[src/shared/otf_pkg.sv]
// Package for the over-temperature fault response block
`default_nettype none
package otf_pkg;
   // Register command codes
   localparam logic [7:0] REG_TRIP_THRESHOLD = 8'h4F;
   localparam logic [7:0] REG_REACTION_CFG   = 8'h50;
   localparam logic [7:0] REG_STATUS         = 8'hE0;
   // Reset values
   localparam logic [15:0] TRIP_RESET = 16'h0000;
   localparam logic [7:0]  CFG_RESET  = 8'h00;
   // Config field positions
   localparam int RESP_HI  = 7;
   localparam int RESP_LO  = 6;
   localparam int RETRY_HI = 5;
   localparam int RETRY_LO = 3;
   localparam int DELAY_HI = 2;
   localparam int DELAY_LO = 0;
   // Response codes
   localparam logic [1:0] RESP_IGNORE   = 2'h0;
   localparam logic [1:0] RESP_DELAYED  = 2'h1;
   localparam logic [1:0] RESP_DISABLE  = 2'h2;
   localparam logic [1:0] RESP_LATCHOFF = 2'h3;
   // Retry codes
   localparam logic [2:0] RETRY_NONE    = 3'h0;
   localparam logic [2:0] RETRY_FOREVER = 3'h7;
   // Delay unit counter width
   localparam int UNIT_W  = 16;
   localparam int TICKS_W = 8;

   // Decoded configuration
   typedef struct packed {
      logic [1:0] resp;
      logic [2:0] retries;
      logic [2:0] delay;
   } otf_cfg_t;

   // Register write/read bus
   typedef struct packed {
      logic       wr;
      logic       rd;
      logic [7:0] cmd;
      logic [15:0] wdata;
   } otf_req_t;
endpackage : otf_pkg
`default_nettype wire

[src/hdl/otf_delay_timer.sv]
// Delay timer counting 2**n units of a programmable length
`timescale 1ns/1ps
`default_nettype none
module otf_delay_timer #(
   parameter int UNIT_W = otf_pkg::UNIT_W
) (
   input  wire logic              clk,
   input  wire logic              arst_n,
   input  wire logic              start,
   input  wire logic [2:0]        exp_sel,
   input  wire logic [UNIT_W-1:0] unit_cycles,
   output logic                   done
);
   logic [UNIT_W-1:0]          unit_cnt_r;
   logic [otf_pkg::TICKS_W:0]  units_left_r;
   logic                       run_r;

   // Unit prescaler and remaining-unit count; start restarts the timer
   always_ff @(posedge clk or negedge arst_n) begin
      if (!arst_n) begin
         unit_cnt_r   <= '0;
         units_left_r <= '0;
         run_r        <= 1'b0;
      end else if (start) begin
         unit_cnt_r   <= '0;
         units_left_r <= (otf_pkg::TICKS_W+1)'(1) << exp_sel;
         run_r        <= 1'b1;
      end else if (run_r) begin
         if (unit_cnt_r + UNIT_W'(1) >= unit_cycles) begin
            unit_cnt_r   <= '0;
            units_left_r <= units_left_r - (otf_pkg::TICKS_W+1)'(1);
            if (units_left_r == (otf_pkg::TICKS_W+1)'(1)) begin
               run_r <= 1'b0;
            end
         end else begin
            unit_cnt_r <= unit_cnt_r + UNIT_W'(1);
         end
      end
   end

   // One-cycle pulse when the last unit ends
   assign done = run_r && (unit_cnt_r + UNIT_W'(1) >= unit_cycles)
                 && (units_left_r == (otf_pkg::TICKS_W+1)'(1));
endmodule // otf_delay_timer
`default_nettype wire

[src/hdl/otf_fault_response.sv]
// Over-temperature fault detection and response state machine
// Behaviour
// - Holds 16-bit linear-format trip threshold
// - Response 00 keeps output running
// - Response 01 runs for delay, then retries
// - Response 10 disables at once, then retries
// - Response 11 latches off until cleared
// - Clear by bit, command, reset, off-on
// - Retry 000 means no restart
// - Retry 1..6 attempts, then stay off
// - Attempts spaced by decoded delay time
// - Retry 111 restarts until off or fault
// - Delay field decodes as two-power units
// - Delay shared; unit length from input
`timescale 1ns/1ps
`default_nettype none
module otf_fault_response #(
   parameter int UNIT_W = otf_pkg::UNIT_W
) (
   input  wire logic              CLK,
   input  wire logic              ARST_N,
   input  wire otf_pkg::otf_req_t REQ,
   output logic [15:0]            RDATA,
   input  wire logic [15:0]       TEMP,
   input  wire logic              TEMP_SIGNED,
   input  wire logic              CLEAR_FAULTS,
   input  wire logic              CLEAR_FAULT_BIT,
   input  wire logic              OUTPUT_ON_CMD,
   input  wire logic              OTHER_FAULT,
   input  wire logic [UNIT_W-1:0] DELAY_UNIT_CYCLES,
   output logic                   OUTPUT_ENABLE,
   output logic                   FAULT_FLAG,
   output logic                   TEMP_OVER
);
   typedef enum logic [5:0] {
      ST_RUN     = 6'b000001,
      ST_GRACE   = 6'b000010,
      ST_WAIT    = 6'b000100,
      ST_RETRY   = 6'b001000,
      ST_LATCHED = 6'b010000,
      ST_OFF     = 6'b100000
   } otf_state_t;

   otf_state_t        state_r, state_nxt;
   logic [15:0]       trip_r;
   otf_pkg::otf_cfg_t cfg_r;
   logic [2:0]        tries_r, tries_nxt;
   logic              fault_r;
   logic              on_cmd_q_r;
   logic              over_temp;
   logic              clear_evt;
   logic              tmr_start;
   logic              tmr_done;
   logic              retry_left;

   // Signed compare of linear values; both share one exponent here
   function automatic logic exceeds(input logic [15:0] t,
                                     input logic [15:0] lim);
      exceeds = $signed(t) > $signed(lim);
   endfunction

   assign over_temp = TEMP_SIGNED ? exceeds(TEMP, trip_r) :
                      (TEMP > trip_r);
   assign TEMP_OVER = over_temp;

   assign clear_evt = CLEAR_FAULTS || CLEAR_FAULT_BIT ||
                      (OUTPUT_ON_CMD && !on_cmd_q_r);

   assign retry_left = (cfg_r.retries == otf_pkg::RETRY_FOREVER) ||
                       (tries_r < cfg_r.retries);

   // Register writes
   always_ff @(posedge CLK or negedge ARST_N) begin
      if (!ARST_N) begin
         trip_r <= otf_pkg::TRIP_RESET;
         cfg_r  <= otf_pkg::CFG_RESET;
      end else if (REQ.wr) begin
         if (REQ.cmd == otf_pkg::REG_TRIP_THRESHOLD) begin
            trip_r <= REQ.wdata;
         end else if (REQ.cmd == otf_pkg::REG_REACTION_CFG) begin
            cfg_r <= REQ.wdata[7:0];
         end
      end
   end

   // Read data from flops; unknown codes read zero
   always_ff @(posedge CLK or negedge ARST_N) begin
      if (!ARST_N) begin
         RDATA <= '0;
      end else if (REQ.rd) begin
         if (REQ.cmd == otf_pkg::REG_TRIP_THRESHOLD) begin
            RDATA <= trip_r;
         end else if (REQ.cmd == otf_pkg::REG_REACTION_CFG) begin
            RDATA <= {8'h00, cfg_r};
         end else if (REQ.cmd == otf_pkg::REG_STATUS) begin
            RDATA <= {10'h000, state_r};
         end else begin
            RDATA <= '0;
         end
      end
   end

   // Edge memory of the on command
   always_ff @(posedge CLK or negedge ARST_N) begin
      if (!ARST_N) begin
         on_cmd_q_r <= 1'b0;
      end else begin
         on_cmd_q_r <= OUTPUT_ON_CMD;
      end
   end

   // one timer for grace and spacing
   otf_delay_timer #(.UNIT_W(UNIT_W)) u_timer (
      .clk         (CLK),
      .arst_n      (ARST_N),
      .start       (tmr_start),
      .exp_sel     (cfg_r.delay),
      .unit_cycles (DELAY_UNIT_CYCLES),
      .done        (tmr_done)
   );

   // Response state machine
   always_comb begin
      state_nxt = state_r;
      tries_nxt = tries_r;
      tmr_start = 1'b0;
      case (state_r)
         ST_RUN: begin
            tries_nxt = '0;
            if (over_temp) begin
               case (cfg_r.resp)
                  otf_pkg::RESP_IGNORE: state_nxt = ST_RUN;
                  otf_pkg::RESP_DELAYED: begin
                     state_nxt = ST_GRACE;
                     tmr_start = 1'b1;
                  end
                  otf_pkg::RESP_DISABLE: begin
                     state_nxt = (cfg_r.retries == otf_pkg::RETRY_NONE)
                                 ? ST_LATCHED : ST_WAIT;
                     tmr_start = 1'b1;
                  end
                  default: state_nxt = ST_LATCHED;
               endcase
            end
         end
         ST_GRACE: begin
            if (!over_temp) begin
               state_nxt = ST_RUN;
            end else if (tmr_done) begin
               if (cfg_r.retries == otf_pkg::RETRY_NONE) begin
                  state_nxt = ST_LATCHED;
               end else begin
                  state_nxt = ST_WAIT;
                  tmr_start = 1'b1;
               end
            end
         end
         ST_WAIT: begin
            if (tmr_done) begin
               if (retry_left) begin
                  state_nxt = ST_RETRY;
                  tries_nxt = tries_r + 3'h1;
               end else begin
                  state_nxt = ST_LATCHED;
               end
            end
         end
         ST_RETRY: begin
            // Restart attempt: fails if still hot
            if (over_temp) begin
               state_nxt = retry_left ? ST_WAIT : ST_LATCHED;
               tmr_start = retry_left;
            end else begin
               state_nxt = ST_RUN;
            end
         end
         ST_LATCHED: state_nxt = ST_LATCHED;
         default: state_nxt = ST_OFF;
      endcase
      // other fault or off command stops
      if (OTHER_FAULT || !OUTPUT_ON_CMD) begin
         state_nxt = ST_OFF;
      end
      if (clear_evt && (state_r == ST_LATCHED || state_r == ST_OFF ||
                        state_r == ST_WAIT || state_r == ST_RETRY)) begin
         state_nxt = (OUTPUT_ON_CMD && !OTHER_FAULT) ? ST_RUN : ST_OFF;
      end
      if (state_r == ST_OFF && OUTPUT_ON_CMD && !OTHER_FAULT &&
          on_cmd_q_r) begin
         state_nxt = ST_OFF;
      end
   end

   // State and attempt counter
   always_ff @(posedge CLK or negedge ARST_N) begin
      if (!ARST_N) begin
         state_r <= ST_OFF;
         tries_r <= '0;
      end else begin
         state_r <= state_nxt;
         tries_r <= (state_nxt == ST_RUN) ? 3'h0 : tries_nxt;
      end
   end

   // Output enable and sticky fault flag; set wins over clear
   always_ff @(posedge CLK or negedge ARST_N) begin
      if (!ARST_N) begin
         OUTPUT_ENABLE <= 1'b0;
         fault_r       <= 1'b0;
      end else begin
         OUTPUT_ENABLE <= (state_nxt == ST_RUN) ||
                          (state_nxt == ST_GRACE) ||
                          (state_nxt == ST_RETRY);
         if (over_temp && cfg_r.resp != otf_pkg::RESP_IGNORE) begin
            fault_r <= 1'b1;
         end else if (clear_evt) begin
            fault_r <= 1'b0;
         end
      end
   end
   assign FAULT_FLAG = fault_r;
endmodule // otf_fault_response
`default_nettype wire

[config.mk]
export PLATFORM = sky130hd
export DESIGN_NAME = otf_fault_response
export DESIGN_NICKNAME = d
export VERILOG_FILES = /design/src/shared/otf_pkg.sv /design/src/hdl/otf_delay_timer.sv /design/src/hdl/otf_fault_response.sv
export SDC_FILE = /design/constraint.sdc
export NUM_CORES = 1
export LEC_CHECK = 0
export ABC_AREA = 1
export BUFFER_PORTS_ARGS = -buffer_cell sky130_fd_sc_hd__buf_2
export CAP_MARGIN = 10
export CORE_MARGIN = 1.5
export CORE_UTILIZATION = 45
export CTS_BUF_LIST = sky130_fd_sc_hd__clkbuf_4 sky130_fd_sc_hd__clkbuf_8
export DETAILED_ROUTE_END_ITERATION = 6
export PLACE_DENSITY = 0.67
export SLEW_MARGIN = 20
export SYNTH_ARGS = -nofsm -noshare
export SYNTH_HDL_FRONTEND = slang
export SYNTH_HIERARCHICAL = 1
export SYNTH_SLANG_ARGS = --single-unit
[constraint.sdc]
create_clock -name CLK -period 5.7 [get_ports CLK]
set_input_delay 0.57 -clock CLK [delete_from_list [all_inputs] [get_ports CLK]]
set_output_delay 0.57 -clock CLK [all_outputs]
set_load 0.03 [all_outputs]
Word-level counts from Yosys, hierarchy flattened. Index checks and enable logic that the tools add are counted.

Add/subtract/negate cells: 3. $mul: 0. Divide/modulo/power cells: 0. Order comparisons: 4. Equality and inequality tests: 18. Shift operators: 1. Mux-type cells: 41. Bitwise logic cells: 1. Reduce and logical (&&, ||, !) cells: 33.

Operators by type and width (number): $mux W16 (4); $mux W6 (9); $gt A16 B16 Y1 (2); $pmux W6 S5 (1); $mux W9 (3); $mux W5 (4); $add A16 B1 Y16 const B (1); $eq A8 B7 Y1 const B (2); $ge A16 B16 Y1 (1); $pmux W5 S3 (1); $mux W1 (13); $eq A6 B1 Y1 const B (2); $eq A6 B2 Y1 const B (2); $eq A6 B4 Y1 const B (2); $eq A9 B1 Y1 const B (1); $logic_and A1 B1 Y1 (9); $logic_or A1 B1 Y1 (9); $mux W3 (3); $shl A1 B3 Y9 const A (1); $sub A9 B1 Y9 const B (1); $eq A8 B8 Y1 const B (1); $mux W8 (1); $reduce_bool A2 Y1 (4); $eq A6 B3 Y1 const B (1); other kinds (19) (23).

Bits in registers: 78. Latch bits: 0. Bits in writable memories: 0. ROM bits: 0. Input port bits: 65. Output and inout port bits: 19. Logic and storage cells: 114. Memories: 0.

Longest topological paths before layout. Gate-level depths: netlist of run 1.

Depth after elaboration: 13. Depth in mapped cells: 28. Gate-level depth less buffers: 28.

Cells and area by module. The synthesis of run 1 kept the hierarchy.

Modules (own cells, without submodules): otf_fault_response (instances 1, cells each 399, area an instance 3105.5 um^2, seq. area each 1302.5 um^2); otf_delay_timer (instances 1, cells each 309, area an instance 2238.4 um^2, seq. area each 650.6 um^2).

Worst setup path after synthesis of run 1. No wires, ideal clock.

Path type: reg-to-reg. Start point: register u_timer.unit_cnt_r[0]. End point: register u_timer.unit_cnt_r[13]. Library setup time: 0.124 ns. Arrival time: 3.520 ns. Data required time: 5.576 ns. Setup slack: 2.056 ns. Cell stages (with the launch flop): 22. Path buffers: 1. Clock period less this slack: 3.644 ns. Cell sequence: dfrtp_1 ha_1 nand3_1 nor2_2 nand2_2 nor2_2 nand2_1 xor2_1 inv_1 ha_1 nand4_1 a21oi_1 nor2_4 nand2_1 and3_1 nand3_1 a31oi_1 nor2_1 inv_2 clkbuf_1 nor2_1 o21bai_2.

Word-level cells in the longest chain between the ends: 8. Elaborated cells on any way between the ends: 11. Classes of those cells: 1 x add/sub; 1 x order compare; 6 x mux; 3 x reduce/logical.

RTL lines: start, declared (RTL line otf_delay_timer.sv:14) `logic [UNIT_W-1:0] unit_cnt_r;`; start signal, assigned (RTL line otf_delay_timer.sv:36) `unit_cnt_r <= unit_cnt_r + UNIT_W'(1);`; $add A16 B1 Y16 * (RTL line otf_delay_timer.sv:42) `assign done = run_r && (unit_cnt_r + UNIT_W'(1) >= unit_cycles)`; $ge A16 B16 Y1 * (RTL line otf_delay_timer.sv:42); $logic_and A1 B1 Y1 * (RTL line otf_delay_timer.sv:42); $logic_and A1 B1 Y1 * (RTL line otf_delay_timer.sv:43) `&& (units_left_r == (otf_pkg::TICKS_W+1)'(1));`; named net tmr_done (RTL line otf_fault_response.sv:53) `logic tmr_done;`; $mux W1 * (RTL line otf_fault_response.sv:149) `end else if (tmr_done) begin`; $mux W1 * (RTL line otf_fault_response.sv:147) `if (!over_temp) begin`; $pmux W1 S3 * (RTL line otf_fault_response.sv:127) `case (state_r)`; named net tmr_start (RTL line otf_fault_response.sv:52) `logic tmr_start;`; $mux W16 or $reduce_bool A2 Y1 (tied branches).

The timed path passes the listed nets; every way through them passes the cells marked *. The select of a mux whose other input is x is not followed. A chain may end at the register's enable or synchronous reset.

Worst setup path in the final report of run 1.
Start point: register u_timer.unit_cnt_r[0]. End point: register u_timer/units_left_r[7] in the netlist's numbering.

Word-level cells in the longest chain between the ends: 9. Elaborated cells on any way between the ends: 11. Classes of those cells: 1 x add/sub; 1 x order compare; 4 x mux; 5 x reduce/logical.

RTL lines: $add A16 B1 Y16 * (RTL line otf_delay_timer.sv:42); $ge A16 B16 Y1 * (RTL line otf_delay_timer.sv:42); $logic_and A1 B1 Y1 * (RTL line otf_delay_timer.sv:42); $logic_and A1 B1 Y1 * (RTL line otf_delay_timer.sv:43); named net tmr_done (RTL line otf_fault_response.sv:53); $mux W1 * (RTL line otf_fault_response.sv:149); $mux W1 * (RTL line otf_fault_response.sv:147); $pmux W1 S3 * (RTL line otf_fault_response.sv:127); named net tmr_start (RTL line otf_fault_response.sv:52); $reduce_bool A2 Y1 (no source line); $reduce_and A2 Y1 (no source line); end signal, assigned (RTL line otf_delay_timer.sv:26) `units_left_r <= (otf_pkg::TICKS_W+1)'(1) << exp_sel;`; end signal, assigned (RTL line otf_delay_timer.sv:31) `units_left_r <= units_left_r - (otf_pkg::TICKS_W+1)'(1);`; end, declared (RTL line otf_delay_timer.sv:15) `logic [otf_pkg::TICKS_W:0] units_left_r;`.

The timed path passes the listed nets; every way through them passes the cells marked *.

==> flow_summary_export.csv, run 1 <==
group,metric,value,unit
clock_network,cts_made_buffers,9,
routing,drt_wl_total,12400,um
floorplanning,die_h,112,um
timing,setup_violations,0,
min_path,hp-class,"in -> async",
timing,fin_ws,1410,ps
global_routing,grt_usage,0.215,
timing,skew,14.4,ps
clock_network,cts_root_buf,"clkbuf_8",
worst_setup_path,crit_family,"simple AND/OR/NAND/NOR gates",
worst_setup_path,slowest_stage,"a31oi_1",
timing,fin_tns_setup,0,ps
clock_network,clk_pin_slew,90,ps
logic_synthesis,synth_top_area_frac,0.361,
logic_synthesis,avgSynthCellArea,7.55,um^2
clock_network,post_cts_buffers,0,
routing,antenna_left,0,
clock_network,cts_hold_buf,0,
finish,final_nets,897,
run_status,run_status,"finished with violations",
logic_synthesis,synth_top_area_cell,"dfrtp_1",
routing,drc,8,
worst_setup_path,arrival,4540,ps
timing,holdWs,204,ps
worst_setup_path,crit_chain,"ha_1 > nand3_1 > nor2_2 > nand2_2 > nor2_2 > nand2_1 > xor2_1 > inv_1 > ha_1 > nand4_1 > a21oi_1 > nor2_4 > nand2_1 > and3_1 > nand3_1 > a31oi_1 > nor2_1 > inv_2 > nand2_2 > nand2_1 > nand2_1",
place,dp_slack,1470,ps
global_routing,grt_pass1_wl,21500,um
logic_synthesis,syn_inst,708,
finish,syn2layout_area_growth,13.4,%
timing,hold_viol,0,
power_and_ir_drop,ir_drop,0.000114,V
floorplanning,start_util,0.464,
clock_network,worstSkewPairLatency,370,ps
finish,antenna_cells,0,
worst_setup_path,crit_fanout,26,
place,placed_area,0.00589,mm^2
global_routing,antenna_found_initial,0,
global_routing,grt_pass1_vias,4712,
global_routing,global_route.overflow_total,0,
floorplanning,fp.dieW,112,um
worst_setup_path,worstSetupEndpointType,"register",
clock_network,clk_path_buf_depth,2,
finish,layout_common_cells,"nand2_1, inv_1, buf_2",
worst_setup_path,required,5960,ps
routing,drt-pass1-iter-count,7,
run_status,violations,"DRC",
floorplanning,io_pins,84,
place,post-dp-hpwl,9790,um
routing,wire_per_inst,13.3,um
floorplanning,dieArea,0.0125,mm^2
clock_network,htreeDepth,3,
logic_synthesis,ys_types,47,
place,port_buffers,83,
routing,vias_per_cell,5.03,
place,gp_congestion,0.932,
logic_synthesis,synth_area,0.00534,mm^2
logic_synthesis,yosysWarnings,6,
floorplanning,row_count,39,
clock_network,cts_resized,0,
logic_synthesis,ys_seq_elements,78,
timing,fmax,0.233,GHz
timing,drv_slew,0,
worst_setup_path,crit_path_frequent_cell,"nand2_1",
logic_synthesis,synth-async-reset-ratio,1.00,
worst_setup_path,slowest_delay,590,ps
logic_synthesis,synth-edff-count,0,
worst_setup_path,critPathKind,"reg -> reg",
logic_synthesis,synthTopCellsByArea,"dfrtp_1, nand2_1, ha_1",
finish,fillers,1138,
floorplanning,core_area,0.0115,mm^2
timing,period_share,0.752,
power_and_ir_drop,power_density,276,mW/mm^2
logic_synthesis,syn_nets,815,
run,max_cap_viol_count,0,
finish,drive_above_1_share,0.200,
global_routing,grt_max_degree,79,
timing,worst_pin_slew,983,ps
timing,relSlewSlack,0.343,
timing,rsz0062_at_grt,"no",
worst_setup_path,critPathBufInv,2,
worst_setup_path,cp-start-kind,"register",
clock_network,cts_tree,"done",
power_and_ir_drop,p_leak,3.40,nW
power_and_ir_drop,total_power,1.67,mW
finish,postLayoutCellArea,0.00606,mm^2
timing,period_needed,4290,ps
logic_synthesis,yosysSeqAreaShare,0.365,
routing,drt_iter0_markers,216,
routing,vias,4711,
logic_synthesis,synth_ff_type,"dfrtp_1",
clock_network,cts.sinks,78,
finish,final_common_cell,"nand2_1",
metrics by stage:
step | util | cells
2_1_floorplan | - | 708
3_3_place_gp | 0.511 | 922
3_5_place_dp | 0.511 | 922
4_1_cts | 0.526 | 937
5_1_grt | 0.526 | 937
6_report | 0.526 | 937
power breakdown:
part	internal (mW)	switching (mW)	total [mW]
clock network	0.161	0.217	0.379
logic	0.229	0.365	0.594
registers	0.629	0.0728	0.702
logic make-up after synthesis:
group,share of synthesized area
AOI/OAI and AO/OA,0.133
xor gates and xnor gates,0.0227
adders and majority gates,0.0983
buffers and inverters,0.110
DFF,0.365
and+or+nand+nor,0.270
sequential cells by signal (all words and copies together) (netlist names):
name                  cells
state_r                   6
OUTPUT_ENABLE             1
trip_r                   16
u_timer/unit_cnt_r       16
on_cmd_q_r                1
u_timer/run_r             1
u_timer/units_left_r      9
FAULT_FLAG                1
cfg_r                     8
RDATA                    16
tries_r                   3
cell type report:
cell class                 count  area [um^2]  area share
tap                          143          179      0.0295
clock buffer                  10          131      0.0217
timing repair buffer          83          422      0.0696
inverter                     142          533      0.0880
clock inverter                 5         37.5     0.00620
multi-input combinational    476         2800       0.463
sequential                    78         1950       0.322
Yosys cell counts, types with 4 or more instances:
library cell,n
a21oi_1,25
a221oi_1,4
a31oi_1,4
clkbuf_1,9
dfrtp_1,77
ha_1,42
inv_1,130
inv_2,10
nand2_1,158
nand2_2,9
nand3_1,27
nand4_1,16
nor2_1,59
nor2_2,9
nor2_4,5
nor3_1,7
o21ai_0,37
o21ai_1,5
o21bai_1,5
o21bai_2,10
o22ai_1,7
o31ai_1,9
xnor2_1,4
xor2_1,8
final timing paths:
path	startpoint	end	slack [ps]	cells after the start
worst min-delay path	ARST_N	trip_r[13]$_DFFE_PN0P_	200	1
worst max register to register	u_timer/unit_cnt_r[0]$_DFFE_PN0P_	u_timer/units_left_r[7]$_DFFE_PN0P_	1410	21
max in group asynchronous	ARST_N	on_cmd_q_r$_DFF_PN0_	4950	1
worst min register to register	RDATA[4]$_DFFE_PN0P_	RDATA[4]$_DFFE_PN0P_	490	2
worst max-delay path	u_timer/unit_cnt_r[0]$_DFFE_PN0P_	u_timer/units_left_r[7]$_DFFE_PN0P_	1410	21
min in group CLK	OUTPUT_ON_CMD	on_cmd_q_r$_DFF_PN0_	330	1
metal layers:
layer,routed length [um],vias up,GRT usage
met5,0,-,0
met3,447,21,0.0310
met2,6080,104,0.374
li1,-,2414,-
met1,5650,2172,0.268
met4,267,0,0.0886
No activity file was read; power rests on OpenSTA's default activity.
==> run 2: changes to the inputs <==
--- a/config.mk
+++ b/config.mk
@@ -5,7 +5,7 @@
 export SDC_FILE = /design/constraint.sdc
 export NUM_CORES = 1
 export LEC_CHECK = 0
-export ABC_AREA = 1
+export ABC_AREA = 0
 export BUFFER_PORTS_ARGS = -buffer_cell sky130_fd_sc_hd__buf_2
 export CAP_MARGIN = 10
 export CORE_MARGIN = 1.5
==> constraint.sdc (replaced) <==
create_clock -name CLK -period 4.3 [get_ports CLK]
set_input_delay 0.43 -clock CLK [delete_from_list [all_inputs] [get_ports CLK]]
set_output_delay 0.43 -clock CLK [all_outputs]
set_load 0.03 [all_outputs]
==> run 2 against run 1 <==
  * The flow finishes with violations (setup timing)
  * Sequential share of layout area is 1.4 points lower
  * Highest routed layer unchanged
  * First-iteration DRC count grew 86%
  * Clock power rose by 35%
  * Largest power group unchanged
  * Sequential power grew 15%
  * Largest cell class unchanged
  * Combinational power fell by 40%
==> flow_summary_export.csv, run 2 <==
group,metric,value,unit
run_status,run_status,"finished with violations",
run_status,violations,"setup timing",
routing,wire_per_inst,16.6,um
timing,fmax,0.232,GHz
floorplanning,io_pins,84,
place,dp_cells,769,
routing,drt_wl_total,13300,um
clock_network,clk_pin_slew,80,ps
power_and_ir_drop,p_sw,0.478,mW
timing,drv_slew,0,
logic_synthesis,ys_top_cells_by_count,"dfrtp_1, inv_1, ha_1, nor2_1, nand2_1",
worst_setup_path,slowest_delay,430,ps
floorplanning,core_area,0.0110,mm^2
worst_setup_path,r2r_end,"OUTPUT_ENABLE$_DFF_PN0_",
clock_network,cts_made_buffers,9,
power_and_ir_drop,p_clk_frac,0.305,
routing,vias,4569,
power_and_ir_drop,ir_drop,0.000124,V
global_routing,grt_max_degree,79,
logic_synthesis,ys_seq_elements,78,
floorplanning,die_h,110,um
place,placed_area,0.00587,mm^2
worst_setup_path,crit_fanout,4,
floorplanning,dieArea,0.0120,mm^2
worst_setup_path,r2r-start,"u_timer/unit_cnt_r[10]$_DFFE_PN0P_",
worst_setup_path,crit_path_frequent_cell,"a21o_1",
worst_setup_path,arrival,4560,ps
worst_setup_path,crit_chain,"nand4_1 > buf_4 > nor3_4 > and3_4 > xor2_1 > ha_1 > a21o_1 > a21o_1 > a2111oi_4 > a31oi_4 > and4b_2 > or3b_4 > a21oi_4 > o2111ai_2 > and4b_1 > nor2_2 > inv_2 > nor4_2 > nor4b_2",
floorplanning,start_util,0.467,
worst_setup_path,required,4550,ps
global_routing,grt_usage,0.230,
worst_setup_path,rr_worst_depth,19,
logic_synthesis,synth-edff-count,0,
routing,drt-pass1-iter-count,5,
logic_synthesis,synth_most_common_cell,"dfrtp_1",
clock_network,worstSkewPairLatency,350,ps
worst_setup_path,slowest_stage,"a2111oi_4",
logic_synthesis,synthTopCellsByArea,"dfrtp_1, ha_1, mux2_2",
logic_synthesis,synth_top_area_frac,0.376,
clock_network,cts_tree,"done",
global_routing,global_route.overflow_total,0,
routing,drt_iter0_markers,402,
clock_network,cts_root_buf,"clkbuf_8",
power_and_ir_drop,p_comb_frac,0.214,
timing,rsz0062_at_grt,"yes",
routing,vias_per_cell,5.70,
power_and_ir_drop,p_int,1.19,mW
finish,syn2layout_area_growth,23.6,%
routing,antenna_left,0,
global_routing,grt_pass1_vias,4397,
floorplanning,fp.dieW,110,um
place,port_buffers,83,
power_and_ir_drop,p_leak,3.01,nW
timing,relSlewSlack,0.307,
power_and_ir_drop,switching_share,0.286,
finish,fin_cells,801,
finish,top_regs,"RDATA x16, trip_r x16, u_timer/unit_cnt_r x16",
place,gp_congestion,1.01,
min_path,hp-class,"in -> async",
finish,final_nets,764,
global_routing,antenna_found_initial,0,
timing,fin_tns_setup,-13.1,ps
finish,final_common_cell,"buf_2",
logic_synthesis,synth_ff_type,"dfrtp_1",
floorplanning,row_count,38,
timing,worst_pin_slew,1010,ps
timing,setup_violations,1,
clock_network,cts.sinks,78,
worst_setup_path,cp-start-kind,"register",
global_routing,grt_pass1_wl,21200,um
logic_synthesis,syn_inst,538,
finish,antenna_cells,0,
timing,period_needed,4310,ps
logic_synthesis,synth-async-reset-ratio,1.00,
worst_setup_path,worstSetupEndpointType,"register",
clock_network,htreeDepth,3,
place,dp_slack,-168,ps
logic_synthesis,synth_top_area_cell,"dfrtp_1",
timing,hold_viol,0,
timing,skew,9.02,ps
logic_synthesis,yosysSeqAreaShare,0.381,
finish,postLayoutCellArea,0.00633,mm^2
logic_synthesis,avgSynthCellArea,9.52,um^2
logic_synthesis,syn_nets,645,
clock_network,clk_path_buf_depth,2,
finish,drive_above_1_share,0.328,
finish,layout_common_cells,"buf_2, dfrtp_1, inv_1",
logic_synthesis,yosysWarnings,6,
worst_setup_path,critPathKind,"reg -> reg",
power_and_ir_drop,power_density,264,mW/mm^2
logic_synthesis,ys_types,73,
run,max_cap_viol_count,0,
power_and_ir_drop,seq_power_share,0.481,
routing,drc,0,
worst_setup_path,r2r_setup_slack,-10,ps
logic_synthesis,synth_area,0.00512,mm^2
timing,fin_ws,-13.1,ps
place,post-dp-hpwl,9480,um
timing,period_share,1.00,
[run 2: changes by cell type in the layout (fill, tap and decap cells not counted), sizes merged, moves of 15 or more]
cell / delta
buf: +41
inv: -85
mux2: +26
nand2: -135
nor2: -38
o21ai: -20
o21bai: -15
[run 2: logic make-up after synthesis]
logic type                 count (synthesis)  synth area share
AOI/OAI and AO/OA                        111             0.152
DFF                                       78             0.381
buffers and inverters                     74            0.0620
muxes                                     30            0.0650
and+or+nand+nor                          185             0.206
adders and majority gates                 42             0.103
xor gates and xnor gates                  18            0.0308
[run 2: what timing repair did]
action                                 CTS  global route
setup endpoints to repair               25            27
endpoints found under the hold margin    0             0
cloned                                   2             2
pin swaps                                9            35
hold buffers                             0             0
gates resized for setup                  6            34
buffers inserted                         5             9
[run 2: cell type report]
cell class              instances  area, um^2
clock buffers                  14         174
flip-flops and latches         78        1950
repair buffers                124         748
multi-input cells             389        3070
inverters                      55         206
fillers                       958        4650
clock inverters                 1        5.00
well taps                     140         175
[run 2: how the worst max path moves through the flow]
stage | end | start | cells after the start
after floorplan | u_timer/unit_cnt_r[10]$_DFFE_PN0P_ | u_timer/unit_cnt_r[0]$_DFFE_PN0P_ | 20
after global placement | u_timer/unit_cnt_r[15]$_DFFE_PN0P_ | u_timer/unit_cnt_r[10]$_DFFE_PN0P_ | 18
after detailed placement | u_timer/unit_cnt_r[15]$_DFFE_PN0P_ | u_timer/unit_cnt_r[10]$_DFFE_PN0P_ | 18
after CTS | u_timer/unit_cnt_r[0]$_DFFE_PN0P_ | u_timer/unit_cnt_r[2]$_DFFE_PN0P_ | 18
after global routing | OUTPUT_ENABLE$_DFF_PN0_ | u_timer/unit_cnt_r[10]$_DFFE_PN0P_ | 19
final | OUTPUT_ENABLE$_DFF_PN0_ | u_timer/unit_cnt_r[10]$_DFFE_PN0P_ | 19
[run 2: routing by layer]
| metal | GRT usage | vias to the layer above | share of wire |
|---|---|---|---|
| met1 | 0.297 | 2222 | 0.44 |
| met3 | 0.0356 | 27 | 0.046 |
| li1 | - | 2184 | - |
| met2 | 0.380 | 136 | 0.49 |
| met4 | 0.102 | 0 | 0.026 |
| met5 | 0 | - | 0 |
[run 2: worst max-delay path: cells and delay by family, from the launching register on]
kind | cells | cell delay, ps
flops | 1 | 370
compound gates | 6 | 1190
fa+ha+maj | 1 | 270
buf+inv | 2 | 260
simple gates | 9 | 1980
xor+xnor | 1 | 170
[run 2: metrics by stage]
step,util,total power [mW],hold slack (ps)
2_1_floorplan,-,1.01,134
3_3_place_gp,0.534,1.15,494
3_5_place_dp,0.534,1.16,505
4_1_cts,0.558,1.68,200
5_1_grt,0.576,1.77,160
6_report,0.576,1.67,115
[run 2: power groups by stage]
stage,registers (mW),clock network [mW],logic [mW]
after floorplan,0.831,0,0.178
after global placement,0.815,0,0.333
after detailed placement,0.818,0,0.342
after CTS,0.804,0.531,0.347
after global routing,0.809,0.561,0.399
final,0.805,0.510,0.357
==> run 3: changes to the inputs <==
==> constraint.sdc (replaced) <==
create_clock -name CLK -period 5.2 [get_ports CLK]
set_input_delay 0.52 -clock CLK [delete_from_list [all_inputs] [get_ports CLK]]
set_output_delay 0.52 -clock CLK [all_outputs]
set_load 0.03 [all_outputs]
==> run 3 against run 2 <==
  * The flow now finishes without violations
  * Clock power decreased by 10%
  * Wire length decreased by 5.2%
  * Cell count decreased by 4.6%
  * Critical path type unchanged
  * Highest routed layer unchanged
==> flow_summary_export.csv, run 3 (synthesis gave the netlist of run 2 again) <==
group,metric,value,unit
timing,period_needed,4940,ps
clock_network,cts.sinks,78,
global_routing,grtUsageMet1,0.295,
clock_network,cts_tree,"done",
floorplanning,dieArea,0.0120,mm^2
routing,vias_per_cell,5.67,
worst_setup_path,crit_fanout,11,
global_routing,globalRouteMet2Util,0.359,
timing,drv_slew,0,
global_routing,busiest_layer,"met2",
routing,antenna_left,0,
worst_setup_path,crit_chain,"and3_1 > nand3_2 > nor3_4 > and3_1 > xor2_1 > ha_1 > nand4_1 > nor3_2 > or4b_4 > a31oi_4 > and4b_2 > nor4b_4 > nor4_1 > a21oi_1 > a21boi_2 > nor2_1 > and4_4 > nand2b_1 > a31oi_1",
finish,antenna_cells,0,
global_routing,use_met3,0.0516,
floorplanning,row_count,38,
power_and_ir_drop,ir_drop,0.000156,V
worst_setup_path,slowest_stage,"or4b_4",
worst_setup_path,required,5480,ps
clock_network,cts_root_buf,"clkbuf_8",
clock_network,cts_made_buffers,9,
worst_setup_path,crit_path_frequent_cell,"and3_1",
run_status,run_status,"complete, no violations",
floorplanning,start_util,0.467,
timing,fmax,0.202,GHz
worst_setup_path,cp-start-kind,"register",
run,max_cap_viol_count,0,
timing,setup_violations,0,
power_and_ir_drop,power_density,233,mW/mm^2
worst_setup_path,slowest_delay,580,ps
global_routing,grt_pass1_wl,20600,um
global_routing,grt_usage,0.224,
worst_setup_path,worstSetupEndpointType,"register",
clock_network,cts_hold_buf,0,
timing,skew,13.6,ps
finish,top_regs,"RDATA x16, trip_r x16, u_timer/unit_cnt_r x16",
timing,hold_viol,0,
routing,drc,0,
power_and_ir_drop,total_power,1.38,mW
finish,syn2layout_area_growth,15.3,%
clock_network,htreeDepth,3,
finish,postLayoutCellArea,0.00591,mm^2
place,gp_congestion,0.920,
finish,fillers,1034,
global_routing,global_route.overflow_total,0,
routing,wire_per_inst,16.5,um
clock_network,clk_path_buf_depth,2,
timing,holdWs,162,ps
global_routing,grt_max_degree,79,
place,placed_area,0.00563,mm^2
clock_network,worstSkewPairLatency,360,ps
place,port_buffers,83,
timing,fin_tns_setup,0,ps
worst_setup_path,arrival,5220,ps
floorplanning,core_area,0.0110,mm^2
finish,final_nets,726,
routing,vias,4331,
timing,worst_pin_slew,840,ps
worst_setup_path,critPathKind,"reg -> reg",
global_routing,grt_pass1_vias,4301,
floorplanning,io_pins,84,
routing,drt-pass1-iter-count,5,
clock_network,clk_pin_slew,80,ps
power_and_ir_drop,p_leak,2.81,nW
global_routing,antenna_found_initial,0,
floorplanning,die_h,110,um
place,post-dp-hpwl,9360,um
timing,relSlewSlack,0.439,
timing,period_share,0.950,
timing,rsz0062_at_grt,"no",
routing,drt_iter0_markers,221,
finish,drive_above_1_share,0.250,
floorplanning,fp.dieW,110,um
finish,final_common_cell,"buf_2",
finish,layout_common_cells,"buf_2, dfrtp_1, inv_1",
routing,drt_wl_total,12600,um
min_path,hp-class,"in -> async",
worst_setup_path,r2r_setup_slack,260,ps
[run 3: cell count changes in the layout (fill, tap and decap cells not counted), moves of 3 or more]
cell / delta
buf_4: -31
a21oi_2: -4
clkbuf_4: -3
buf_6: -5
nor2_1: +4
nor2_2: -4
and4_4: -3
a21oi_1: +5
[run 3: worst max-delay path: cells and delay by family, from the launching register on]
| family | cells | cell delay [ps] |
|---|---|---|
| XOR/XNOR | 1 | 90 |
| AND/OR/NAND/NOR | 13 | 3340 |
| AO/OA/AOI/OAI | 4 | 690 |
| flip-flops | 1 | 430 |
| adder cells (fa/ha/maj) | 1 | 300 |
[run 3: worst paths after layout]
path	startpoint	endpoint	cells after the start
min in group CLK	OUTPUT_ON_CMD	on_cmd_q_r$_DFF_PN0_	1
worst max register to register	u_timer/unit_cnt_r[3]$_DFFE_PN0P_	u_timer/unit_cnt_r[2]$_DFFE_PN0P_	19
worst min register to register	u_timer/unit_cnt_r[15]$_DFFE_PN0P_	u_timer/unit_cnt_r[15]$_DFFE_PN0P_	1
worst max-delay path	u_timer/unit_cnt_r[3]$_DFFE_PN0P_	u_timer/unit_cnt_r[2]$_DFFE_PN0P_	19
worst min-delay path	ARST_N	tries_r[1]$_DFFE_PN0P_	1
max in group asynchronous	ARST_N	u_timer/unit_cnt_r[2]$_DFFE_PN0P_	1
[run 3: layout make-up]
class	count	area, um^2	area share
Clock buffer	10	138	0.0233
Clock inverter	6	61.3	0.0104
Inverter	55	206	0.0350
Multi-Input combinational cell	387	2910	0.493
Sequential cell	78	1950	0.331
Tap cell	140	175	0.0297
Timing Repair Buffer	88	459	0.0778
[run 3: per-layer routing]
layer	wire length, um	vias up
met5	0	-
met4	255	0
met3	707	21
met2	5970	123
met1	5700	2074
li1	-	2113
[run 3: what timing repair did]
item,in CTS,in global routing
resized for setup,2,7
setup endpoints to repair,12,27
cloned,0,1
buffers inserted,0,2
pin swaps,0,2
[run 3: report_power, final]
part	switching, mW	leakage, nW	internal (mW)	total [mW]
sequential	0.0406	1.04	0.638	0.679
combinational	0.134	1.67	0.104	0.237
clock	0.226	0.102	0.233	0.459
[run 3: metrics by stage]
stage	setup slack, ps	utilization	std cells
global route	12.3	0.538	764
finish	259	0.538	764
floorplan	542	-	538
global placement	262	0.513	745
detailed placement	-63.9	0.513	745
CTS	105	0.532	761
